<file path="config.mk">
export PLATFORM = sky130hd
export DESIGN_NAME = core_interrupt_logic
export DESIGN_NICKNAME = d
export VERILOG_FILES = /design/src/rtl/irq_logic_pkg.sv /design/src/rtl/core_interrupt_logic.sv
export SDC_FILE = /design/constraint.sdc
export NUM_CORES = 1
export LEC_CHECK = 0
export BUFFER_PORTS_ARGS = -buffer_cell sky130_fd_sc_hd__buf_4
export CAP_MARGIN = 40
export CORE_UTILIZATION = 30
export CTS_CLUSTER_SIZE = 24
export DETAILED_ROUTE_END_ITERATION = 12
export PLACE_DENSITY = 0.54
export SYNTH_ARGS = -nofsm -noshare
export SYNTH_HDL_FRONTEND = slang
export SYNTH_SLANG_ARGS = --single-unit
</file>
<file path="constraint.sdc">
create_clock -name clk_sys -period 2.9 [get_ports clk_sys]
set_clock_uncertainty 0.2 [all_clocks]
set_input_delay 0 -clock clk_sys [delete_from_list [all_inputs] [get_ports clk_sys]]
set_output_delay 0 -clock clk_sys [all_outputs]
set_load 0.005 [all_outputs]
</file>
<file path="src/rtl/irq_logic_pkg.sv">
// shared constants and carrier types of the core interrupt logic
package irq_logic_pkg;

    // ------------------------------------------------------------
    // register indices (byte address is four times the index)
    // ------------------------------------------------------------
    localparam logic [7:0] IDX_IRQ_CONTROL = 8'h0B;
    localparam logic [7:0] IDX_PERIPH_FLAG = 8'h0C;
    localparam logic [7:0] IDX_OPTION = 8'h81;
    localparam logic [7:0] IDX_PERIPH_ENABLE = 8'h8C;

    // ------------------------------------------------------------
    // field positions
    // ------------------------------------------------------------
    localparam int BIT_GLOBAL_EN = 7;
    localparam int BIT_PERIPH_GRP_EN = 6;
    localparam int BIT_TIMER_EN = 5;
    localparam int BIT_EXT_EN = 4;
    localparam int BIT_PIN_CHG_EN = 3;
    localparam int BIT_TIMER_FLAG = 2;
    localparam int BIT_EXT_FLAG = 1;
    localparam int BIT_PIN_CHG_FLAG = 0;
    localparam int BIT_PPORT = 7;
    localparam int BIT_CMP = 6;
    localparam int BIT_EDGE_POL = 6;

    // ------------------------------------------------------------
    // reset values and fixed numbers
    // ------------------------------------------------------------
    localparam logic [7:0] RST_IRQ_CONTROL = 8'h00;
    localparam logic [7:0] RST_PERIPH = 8'h00;
    localparam logic [7:0] RST_OPTION = 8'hFF;
    localparam logic [7:0] TMR_TOP = 8'hFF;
    localparam logic [7:0] TMR_ZERO = 8'h00;
    localparam logic [12:0] IRQ_VECTOR = 13'h0004;

    // ------------------------------------------------------------
    // types
    // ------------------------------------------------------------
    typedef enum logic [1:0] {
        CTL_IDLE = 2'b00,
        CTL_PEND = 2'b01,
        CTL_ENTRY = 2'b11
    } ctl_state_type;

    typedef struct packed {
        logic ext_irq_pin;
        logic [3:0] port_hi_pins;
        logic [7:0] timer_count;
        logic comparator_event;
        logic parallel_port_event;
    } event_in_type;

    typedef struct packed {
        logic instr_boundary;
        logic return_from_irq_instr;
        logic sleep_active;
        logic [12:0] return_pc;
    } core_in_type;

    typedef struct packed {
        logic irq_request;
        logic vector_load;
        logic [12:0] vector_pc;
        logic stack_push;
        logic [12:0] stack_data;
        logic force_nop;
        logic wake_up;
    } core_out_type;

endpackage : irq_logic_pkg

</file>
<file path="src/rtl/core_interrupt_logic.sv">
// interrupt flags, enables, vectoring and wake-up of the core, with an Avalon-MM slave
// Operation
// - control bit 7 is global enable; clear blocks all, reset clears it
// - each core source has its own enable bit in the control register
// - return-from-interrupt sets global enable so pending requests are taken
// - peripheral group enable gates comparator and parallel-port requests
// - peripheral flags and enables live in their own two registers
// - entry clears global enable, pushes return address, loads vector 0004h
// - pin and port-change events reach the vector in three or four cycles
// - flags set on their event whatever the enable bits say
// - clearing global enable ignores requests next cycle, which runs as no-op
// - pin interrupt edge: rising when option bit 6 set, else falling
// - valid pin edge sets pin flag at control bit 1
// - control bit 4 enables the pin interrupt
// - enabled flag wakes from sleep; global enable then picks vector or inline
// - timer roll-over FFh to 00h sets bit 2; bit 5 enables it
// - change on any of port pins 7:4 sets control bit 0
// - parallel-port source exists only in variants that have the port
// - only the return address is saved on entry; software saves the rest
// - pin flag may set in any cycle an edge is seen
`timescale 1ns/1ps
`default_nettype none

module core_interrupt_logic #(
    parameter bit HAS_PARALLEL_PORT = 1'b1
) (
    input wire logic clk_sys,
    input wire logic rstn,
    input wire logic clk_en,
    input wire logic [9:0] avs_address,
    input wire logic avs_read,
    input wire logic avs_write,
    input wire logic [31:0] avs_writedata,
    input wire logic [3:0] avs_byteenable,
    output logic [31:0] avs_readdata,
    output logic avs_waitrequest,
    input wire irq_logic_pkg::event_in_type events,
    input wire irq_logic_pkg::core_in_type core_in,
    output irq_logic_pkg::core_out_type core_out
);

    // ------------------------------------------------------------
    // state
    // ------------------------------------------------------------
    typedef struct packed {
        irq_logic_pkg::ctl_state_type st;
        logic [7:0] irq_control_reg;
        logic [7:0] pflag;
        logic [7:0] pen;
        logic [7:0] option;
        logic ext_prev;
        logic [3:0] port_prev;
        logic [7:0] tmr_prev;
        logic ack;
        logic [31:0] rdata;
        logic blk;
        logic wake;
        logic [12:0] ret_pc;
    } state_type;

    state_type q;
    state_type d;

    logic [7:0] index;
    logic rd_go;
    logic wr_go;
    logic wr_lane;
    logic ext_edge;
    logic port_chg;
    logic tmr_ovf;
    logic cmp_ev;
    logic pport_ev;
    logic [7:0] pmask;
    logic core_any;
    logic periph_any;
    logic irq_req;

    // ------------------------------------------------------------
    // bus decode: one wait state, answer at the second edge
    // ------------------------------------------------------------
    assign index = avs_address[9:2];
    assign rd_go = avs_read & ~q.ack;
    assign wr_go = avs_write & q.ack;
    assign wr_lane = wr_go & avs_byteenable[0];
    assign avs_waitrequest = (avs_read | avs_write) & ~q.ack;
    assign avs_readdata = q.rdata;

    // ------------------------------------------------------------
    // event detection
    // ------------------------------------------------------------
    // inputs are synchronous, so one previous sample is enough for edges
    assign ext_edge = q.option[irq_logic_pkg::BIT_EDGE_POL] ?
        (events.ext_irq_pin & ~q.ext_prev) :
        (~events.ext_irq_pin & q.ext_prev);
    assign port_chg = |(events.port_hi_pins ^ q.port_prev);
    assign tmr_ovf = (q.tmr_prev == irq_logic_pkg::TMR_TOP) &&
        (events.timer_count == irq_logic_pkg::TMR_ZERO);
    assign cmp_ev = events.comparator_event;
    assign pport_ev = events.parallel_port_event & HAS_PARALLEL_PORT;
    // without the port its flag and enable bits are unimplemented
    assign pmask = HAS_PARALLEL_PORT ? 8'hC0 : 8'h40;

    // ------------------------------------------------------------
    // request to the core
    // ------------------------------------------------------------
    assign core_any =
        (q.irq_control_reg[irq_logic_pkg::BIT_EXT_FLAG] & q.irq_control_reg[irq_logic_pkg::BIT_EXT_EN]) |
        (q.irq_control_reg[irq_logic_pkg::BIT_TIMER_FLAG] & q.irq_control_reg[irq_logic_pkg::BIT_TIMER_EN]) |
        (q.irq_control_reg[irq_logic_pkg::BIT_PIN_CHG_FLAG] &
         q.irq_control_reg[irq_logic_pkg::BIT_PIN_CHG_EN]);
    assign periph_any = q.irq_control_reg[irq_logic_pkg::BIT_PERIPH_GRP_EN] &
        (|(q.pflag & q.pen));
    assign irq_req = q.irq_control_reg[irq_logic_pkg::BIT_GLOBAL_EN] &
        (core_any | periph_any);

    always_comb begin
        core_out.irq_request = irq_req;
        core_out.vector_load = (q.st == irq_logic_pkg::CTL_ENTRY);
        core_out.vector_pc = irq_logic_pkg::IRQ_VECTOR;
        // only the return address goes to the stack; W and status stay with software
        core_out.stack_push = (q.st == irq_logic_pkg::CTL_ENTRY);
        core_out.stack_data = q.ret_pc;
        core_out.force_nop = q.blk;
        core_out.wake_up = q.wake;
    end

    // ------------------------------------------------------------
    // next state
    // ------------------------------------------------------------
    always_comb begin
        d = q;
        d.blk = 1'b0;
        d.ext_prev = events.ext_irq_pin;
        d.port_prev = events.port_hi_pins;
        d.tmr_prev = events.timer_count;
        d.ack = (avs_read | avs_write) & ~q.ack;
        if (rd_go) begin
            case (index)
                irq_logic_pkg::IDX_IRQ_CONTROL: d.rdata = {24'h000000, q.irq_control_reg};
                irq_logic_pkg::IDX_PERIPH_FLAG: d.rdata = {24'h000000, q.pflag};
                irq_logic_pkg::IDX_PERIPH_ENABLE: d.rdata = {24'h000000, q.pen};
                irq_logic_pkg::IDX_OPTION: d.rdata = {24'h000000, q.option};
                default: d.rdata = 32'h00000000;
            endcase
        end
        if (wr_lane) begin
            case (index)
                irq_logic_pkg::IDX_IRQ_CONTROL: begin
                    d.irq_control_reg = avs_writedata[7:0];
                    // a write that drops global enable stands in for the disabling instruction
                    d.blk = q.irq_control_reg[irq_logic_pkg::BIT_GLOBAL_EN] &
                        ~avs_writedata[irq_logic_pkg::BIT_GLOBAL_EN];
                end
                irq_logic_pkg::IDX_PERIPH_FLAG: d.pflag = avs_writedata[7:0] & pmask;
                irq_logic_pkg::IDX_PERIPH_ENABLE: d.pen = avs_writedata[7:0] & pmask;
                irq_logic_pkg::IDX_OPTION: d.option = avs_writedata[7:0];
                default: d.option = q.option;
            endcase
        end
        if (core_in.return_from_irq_instr) begin
            d.irq_control_reg[irq_logic_pkg::BIT_GLOBAL_EN] = 1'b1;
        end
        case (q.st)
            irq_logic_pkg::CTL_IDLE: begin
                if (irq_req) begin
                    d.st = irq_logic_pkg::CTL_PEND;
                end
            end
            irq_logic_pkg::CTL_PEND: begin
                if (!irq_req) begin
                    d.st = irq_logic_pkg::CTL_IDLE;
                end else if (core_in.instr_boundary && !q.blk) begin
                    d.st = irq_logic_pkg::CTL_ENTRY;
                    d.irq_control_reg[irq_logic_pkg::BIT_GLOBAL_EN] = 1'b0;
                    d.ret_pc = core_in.return_pc;
                end
            end
            irq_logic_pkg::CTL_ENTRY: d.st = irq_logic_pkg::CTL_IDLE;
            default: d.st = irq_logic_pkg::CTL_IDLE;
        endcase
        // events are ORed in last so a same-cycle clear never loses them
        if (ext_edge) begin
            d.irq_control_reg[irq_logic_pkg::BIT_EXT_FLAG] = 1'b1;
        end
        if (tmr_ovf) begin
            d.irq_control_reg[irq_logic_pkg::BIT_TIMER_FLAG] = 1'b1;
        end
        if (port_chg) begin
            d.irq_control_reg[irq_logic_pkg::BIT_PIN_CHG_FLAG] = 1'b1;
        end
        if (cmp_ev) begin
            d.pflag[irq_logic_pkg::BIT_CMP] = 1'b1;
        end
        if (pport_ev) begin
            d.pflag[irq_logic_pkg::BIT_PPORT] = 1'b1;
        end
        // wake ignores global enable; the core then vectors or runs on in line
        d.wake = core_in.sleep_active & (core_any | periph_any);
    end

    // ------------------------------------------------------------
    // registers
    // ------------------------------------------------------------
    always_ff @(posedge clk_sys or negedge rstn) begin
        if (!rstn) begin
            q.st <= irq_logic_pkg::CTL_IDLE;
            q.irq_control_reg <= irq_logic_pkg::RST_IRQ_CONTROL;
            q.pflag <= irq_logic_pkg::RST_PERIPH;
            q.pen <= irq_logic_pkg::RST_PERIPH;
            q.option <= irq_logic_pkg::RST_OPTION;
            q.ext_prev <= 1'b0;
            q.port_prev <= 4'h0;
            q.tmr_prev <= 8'h00;
            q.ack <= 1'b0;
            q.rdata <= 32'h00000000;
            q.blk <= 1'b0;
            q.wake <= 1'b0;
            q.ret_pc <= 13'h0000;
        end else if (clk_en) begin
            q <= d;
        end
    end

    // ------------------------------------------------------------
    // checks
    // ------------------------------------------------------------
    AST_NO_REQ_WITHOUT_GIE: assert property (@(posedge clk_sys) disable iff (!rstn)
        !q.irq_control_reg[irq_logic_pkg::BIT_GLOBAL_EN] |-> !core_out.irq_request)
        else $error("request raised with global enable clear");

    AST_PERIPH_GATED: assert property (@(posedge clk_sys) disable iff (!rstn)
        (!q.irq_control_reg[irq_logic_pkg::BIT_PERIPH_GRP_EN] && !core_any) |-> !core_out.irq_request)
        else $error("peripheral request passed with group enable clear");

    AST_RETURN_SETS_GIE: assert property (@(posedge clk_sys) disable iff (!rstn)
        (clk_en && core_in.return_from_irq_instr && q.st != irq_logic_pkg::CTL_PEND)
        |=> q.irq_control_reg[irq_logic_pkg::BIT_GLOBAL_EN])
        else $error("return from interrupt did not set global enable");

    AST_ENTRY_CLEARS_GIE: assert property (@(posedge clk_sys) disable iff (!rstn)
        core_out.vector_load |-> (core_out.stack_push &&
        !q.irq_control_reg[irq_logic_pkg::BIT_GLOBAL_EN] && core_out.stack_data == $past(core_in.return_pc)))
        else $error("entry without stack push or with global enable set");

    AST_LATENCY: assert property (@(posedge clk_sys) disable iff (!rstn)
        (clk_en && q.st == irq_logic_pkg::CTL_PEND && irq_req &&
         core_in.instr_boundary && !q.blk) |=> core_out.vector_load)
        else $error("pending request not vectored at boundary");

    AST_NOP_BLOCKS: assert property (@(posedge clk_sys) disable iff (!rstn)
        (core_out.force_nop && q.st != irq_logic_pkg::CTL_ENTRY) |=> !core_out.vector_load)
        else $error("vectored in the cycle after global enable was cleared");

    AST_EXT_FLAG_SET: assert property (@(posedge clk_sys) disable iff (!rstn)
        (clk_en && ext_edge) |=> q.irq_control_reg[irq_logic_pkg::BIT_EXT_FLAG])
        else $error("pin edge did not set pin flag");

    AST_TIMER_FLAG_SET: assert property (@(posedge clk_sys) disable iff (!rstn)
        (clk_en && $past(events.timer_count) == 8'hFF && events.timer_count == 8'h00
         && q.tmr_prev == 8'hFF) |=> q.irq_control_reg[irq_logic_pkg::BIT_TIMER_FLAG])
        else $error("timer roll-over did not set timer flag");

    AST_PORT_FLAG_SET: assert property (@(posedge clk_sys) disable iff (!rstn)
        (clk_en && port_chg) |=> q.irq_control_reg[irq_logic_pkg::BIT_PIN_CHG_FLAG])
        else $error("port change did not set its flag");

    AST_FLAG_HOLDS: assert property (@(posedge clk_sys) disable iff (!rstn)
        (clk_en && q.irq_control_reg[irq_logic_pkg::BIT_EXT_FLAG] &&
         !(wr_lane && index == irq_logic_pkg::IDX_IRQ_CONTROL))
        |=> q.irq_control_reg[irq_logic_pkg::BIT_EXT_FLAG])
        else $error("pin flag dropped without a write");

endmodule : core_interrupt_logic

`default_nettype wire

</file>
==> key figures <==
Status
  – Status: complete, no violations

STA
  – Final Hold Vio Count: 0
  – Worst slew margin: 47.8%
  – Max-slew violations: 0
  – RSZ-0062 raised after global routing: no
  – FMAX: 372 MHz
  – Final Setup Violations: 0
  – Final setup TNS: 0 ns
  – Tcrit/Tclk final: 92.7%
  – Slew @ Worst Pin: 0.783 ns
  – Period minus WS final: 2.69 ns

Place
  – Gpl congestion: 0.783
  – Final HPWL DP: 4670 µm
  – Port Buffers: 79

Setup path
  – R2R Path Start: q[87]
  – Worst EP arrival: 2.72 ns
  – CP Data Required Time: 2.93 ns
  – FF-to-FF End: q[92]
  – Crit Path Max Fanout: 29
  – Reg2reg path depth: 5
  – R2r setup slk: 0.36 ns
  – CP Launch Type: input pin
  – Crit path kind: in -> reg
  – Critical Path End Type: register

Floorplanning
  – Die width: 105 µm
  – Die height: 105 µm
  – Initial core utilization: 30.9%
  – Core area: 10300 µm²
  – Die area: 11100 µm²
  – Number of core rows: 37
  – Num ports: 146

Synth
  – Synth top area cells: dfrtp_1 (40%), buf_4 (15%), mux2_2 (12%), dfstp_2 (6.6%), mux2_4 (3.8%)
  – Area leader, netlist: dfrtp_1
  – Flop and latch count out of synthesis: 59
  – Post-synthesis sequential area ratio: 46.5%
  – Number of synthesized flops with an enable pin: 0
  – Post-Synthesis Cells: 277
  – Asr flop ratio synth: 100%
  – Most common flop cell mapped by yosys: dfrtp_1
  – Synth cell count leaders: buf_4 (62), dfrtp_1 (51), mux2_2 (35), nand2_1 (14), o21ai_0 (13)
  – Post-synthesis cell type count: 50
  – Most frequent cell after synthesis: buf_4
  – Syn avg cell area: 11.5 µm²
  – Post-Syn Area: 3190 µm²
  – Yosys Warn Count: 0
  – Post-synth top area share: 40.0%

Drt
  – Drc violations: 0
  – Number of routed nets with antenna violations: 0
  – Starting DRT DRC Count: 49
  – Drt total wl: 7160 µm
  – Via density: 4.43
  – Total via count in the routed design: 2406
  – Avg WL per Cell: 13.2 µm
  – First-pass DRT Iterations: 4

Final layout
  – Antenna fix cells: 0
  – Area growth from synthesis to layout: 40.4%
  – Fin util: 43.4%
  – Fin nets: 484
  – Filler instances: 981
  – Share of cells above drive strength 1: 37.6%

Pwr
  – Leak pwr: 2.08 nW
  – Max IR drop VDD: 0.000238 V
  – Power Dens Cells: 438 nW/µm²

CTS
  – CTS tree: done
  – Max clock buf depth: 2
  – Worst-skew pair later-pin latency: 0.34 ns
  – TritonCTS buffer count: 9
  – Clock sinks: 59
  – H-tree depth: 3
  – CTS clock-pin slew for the worst setup and hold paths: 0.08 ns
  – Root Buffer Master: clkbuf_8

Run
  – Max_cap viols: 0

Global routing
  – Pin count of the biggest net entering global routing: 60
  – First-pass GRT wire length: 11700 µm
  – All-layer global routing usage: 13.7%
  – Global route overflow: 0
  – Number of global-route vias before repair: 2430
  – Initial antenna violation count: 0

Hold path
  – Hold Crit Class: in -> async
==> registers in the layout, summed over array words and instances, names as in the netlist <==
name	cells
q	36
core_out	15
avs_readdata	8
==> worst max path at each step <==
stage	startpoint	endpoint	slack (ns)	cells after the start
floorplan	q[87]	core_out[10]	0.93	6
global placement	q[87]	core_out[2]	0.66	4
detailed placement	q[87]	core_out[3]	0.63	4
CTS	clk_en	q[87]	0.20	7
global route	clk_en	q[87]	0.02	7
finish	clk_en	q[87]	0.21	7
==> through the flow <==
stage / power, W / area (µm²) / hold WS, ns / worst slack [ns] / cells
finish: 0.00196 / 4490 / 0.0670 / 0.213 / 543
global route: 0.00206 / 4490 / 0.129 / 0.0182 / 543
CTS: 0.00199 / 4490 / 0.0848 / 0.200 / 543
detailed placement: 0.00107 / 3580 / -0.0680 / 0.632 / 458
global placement: 0.00106 / 3580 / -0.0719 / 0.656 / 458
floorplan: 0.000998 / 3330 / -0.496 / 0.926 / 312
==> report_power, final <==
group | internal (W) | switching [W] | total, W
combinational | 0.000159 | 0.000107 | 0.000266
sequential | 0.000849 | 0.0000169 | 0.000866
clock | 0.000482 | 0.000349 | 0.000831
total | 0.00149 | 0.000473 | 0.00196
==> cell families after synthesis <==
group                     synth area share (%)
AOI/OAI and AO/OA                         8.42
buffers and inverters                     16.5
muxes                                     16.7
other                                    0.235
DFF                                       46.5
xor gates and xnor gates                  1.10
and+or+nand+nor                           10.5
==> critical path, cell delays in order <==
cell and delay (ns):
dlygate4sd3_1 0.52, buf_4 0.33, nand4_1 0.31, nor4_4 0.69
mux2i_1 0.25, nand2_1 0.05, dlygate4sd3_1 0.55
==> cell usage in the layout, fill, tap and decap left out, types with 2 or more instances in the layout <==
| master | synthesis | layout |
|---|---|---|
| nor4_1 | 2 | 2 |
| a32o_1 | 2 | 2 |
| bufinv_16 | 0 | 2 |
| nor2b_1 | 4 | 4 |
| clkbuf_8 | 0 | 9 |
| mux2i_1 | 2 | 2 |
| xnor2_1 | 4 | 4 |
| o21a_1 | 2 | 2 |
| dlygate4sd3_1 | 0 | 69 |
| dfrtp_1 | 51 | 51 |
| nor2_1 | 8 | 8 |
| dfstp_2 | 8 | 8 |
| buf_4 | 62 | 79 |
| mux2_4 | 8 | 8 |
| a22oi_1 | 6 | 6 |
| nand3b_1 | 3 | 3 |
| nand3_1 | 5 | 5 |
| mux2_2 | 35 | 35 |
| nand2_1 | 14 | 14 |
| conb_1 | 2 | 37 |
| clkinv_2 | 0 | 3 |
| a31oi_1 | 2 | 2 |
| inv_1 | 5 | 5 |
| nor3_1 | 2 | 2 |
| nand4_1 | 5 | 5 |
| o21ai_0 | 13 | 13 |
| o32a_1 | 2 | 2 |
==> layer usage <==
| metal | up-vias | track usage (%) | wire length, µm | part of all wire, % |
|---|---|---|---|---|
| li1 | 1140 | - | - | - |
| met1 | 1168 | 18.5 | 3370 | 47 |
| met2 | 85 | 21.1 | 3310 | 46 |
| met3 | 13 | 2.50 | 340 | 4.7 |
| met4 | 0 | 6.34 | 141 | 2.0 |
| met5 | - | 0 | 0 | 0 |
==> final cells by class <==
cell class                      count  area (µm²)  share of cell area [%]
Multi-Input combinational cell    179        1310                    29.2
Tap cell                          136         170                    3.79
Sequential cell                    59        1490                    33.1
Timing Repair Buffer              148        1280                    28.6
Inverter                            5        18.8                   0.418
Clock inverter                      7        91.3                    2.04
Clock buffer                        9         124                    2.76
==> repair_timing <==
item,in CTS,in global routing
hold endpoints to repair,118,0
hold buffers,69,0
resized for setup,0,0
setup buffers,0,0
Power figures use the tool's default switching activity.
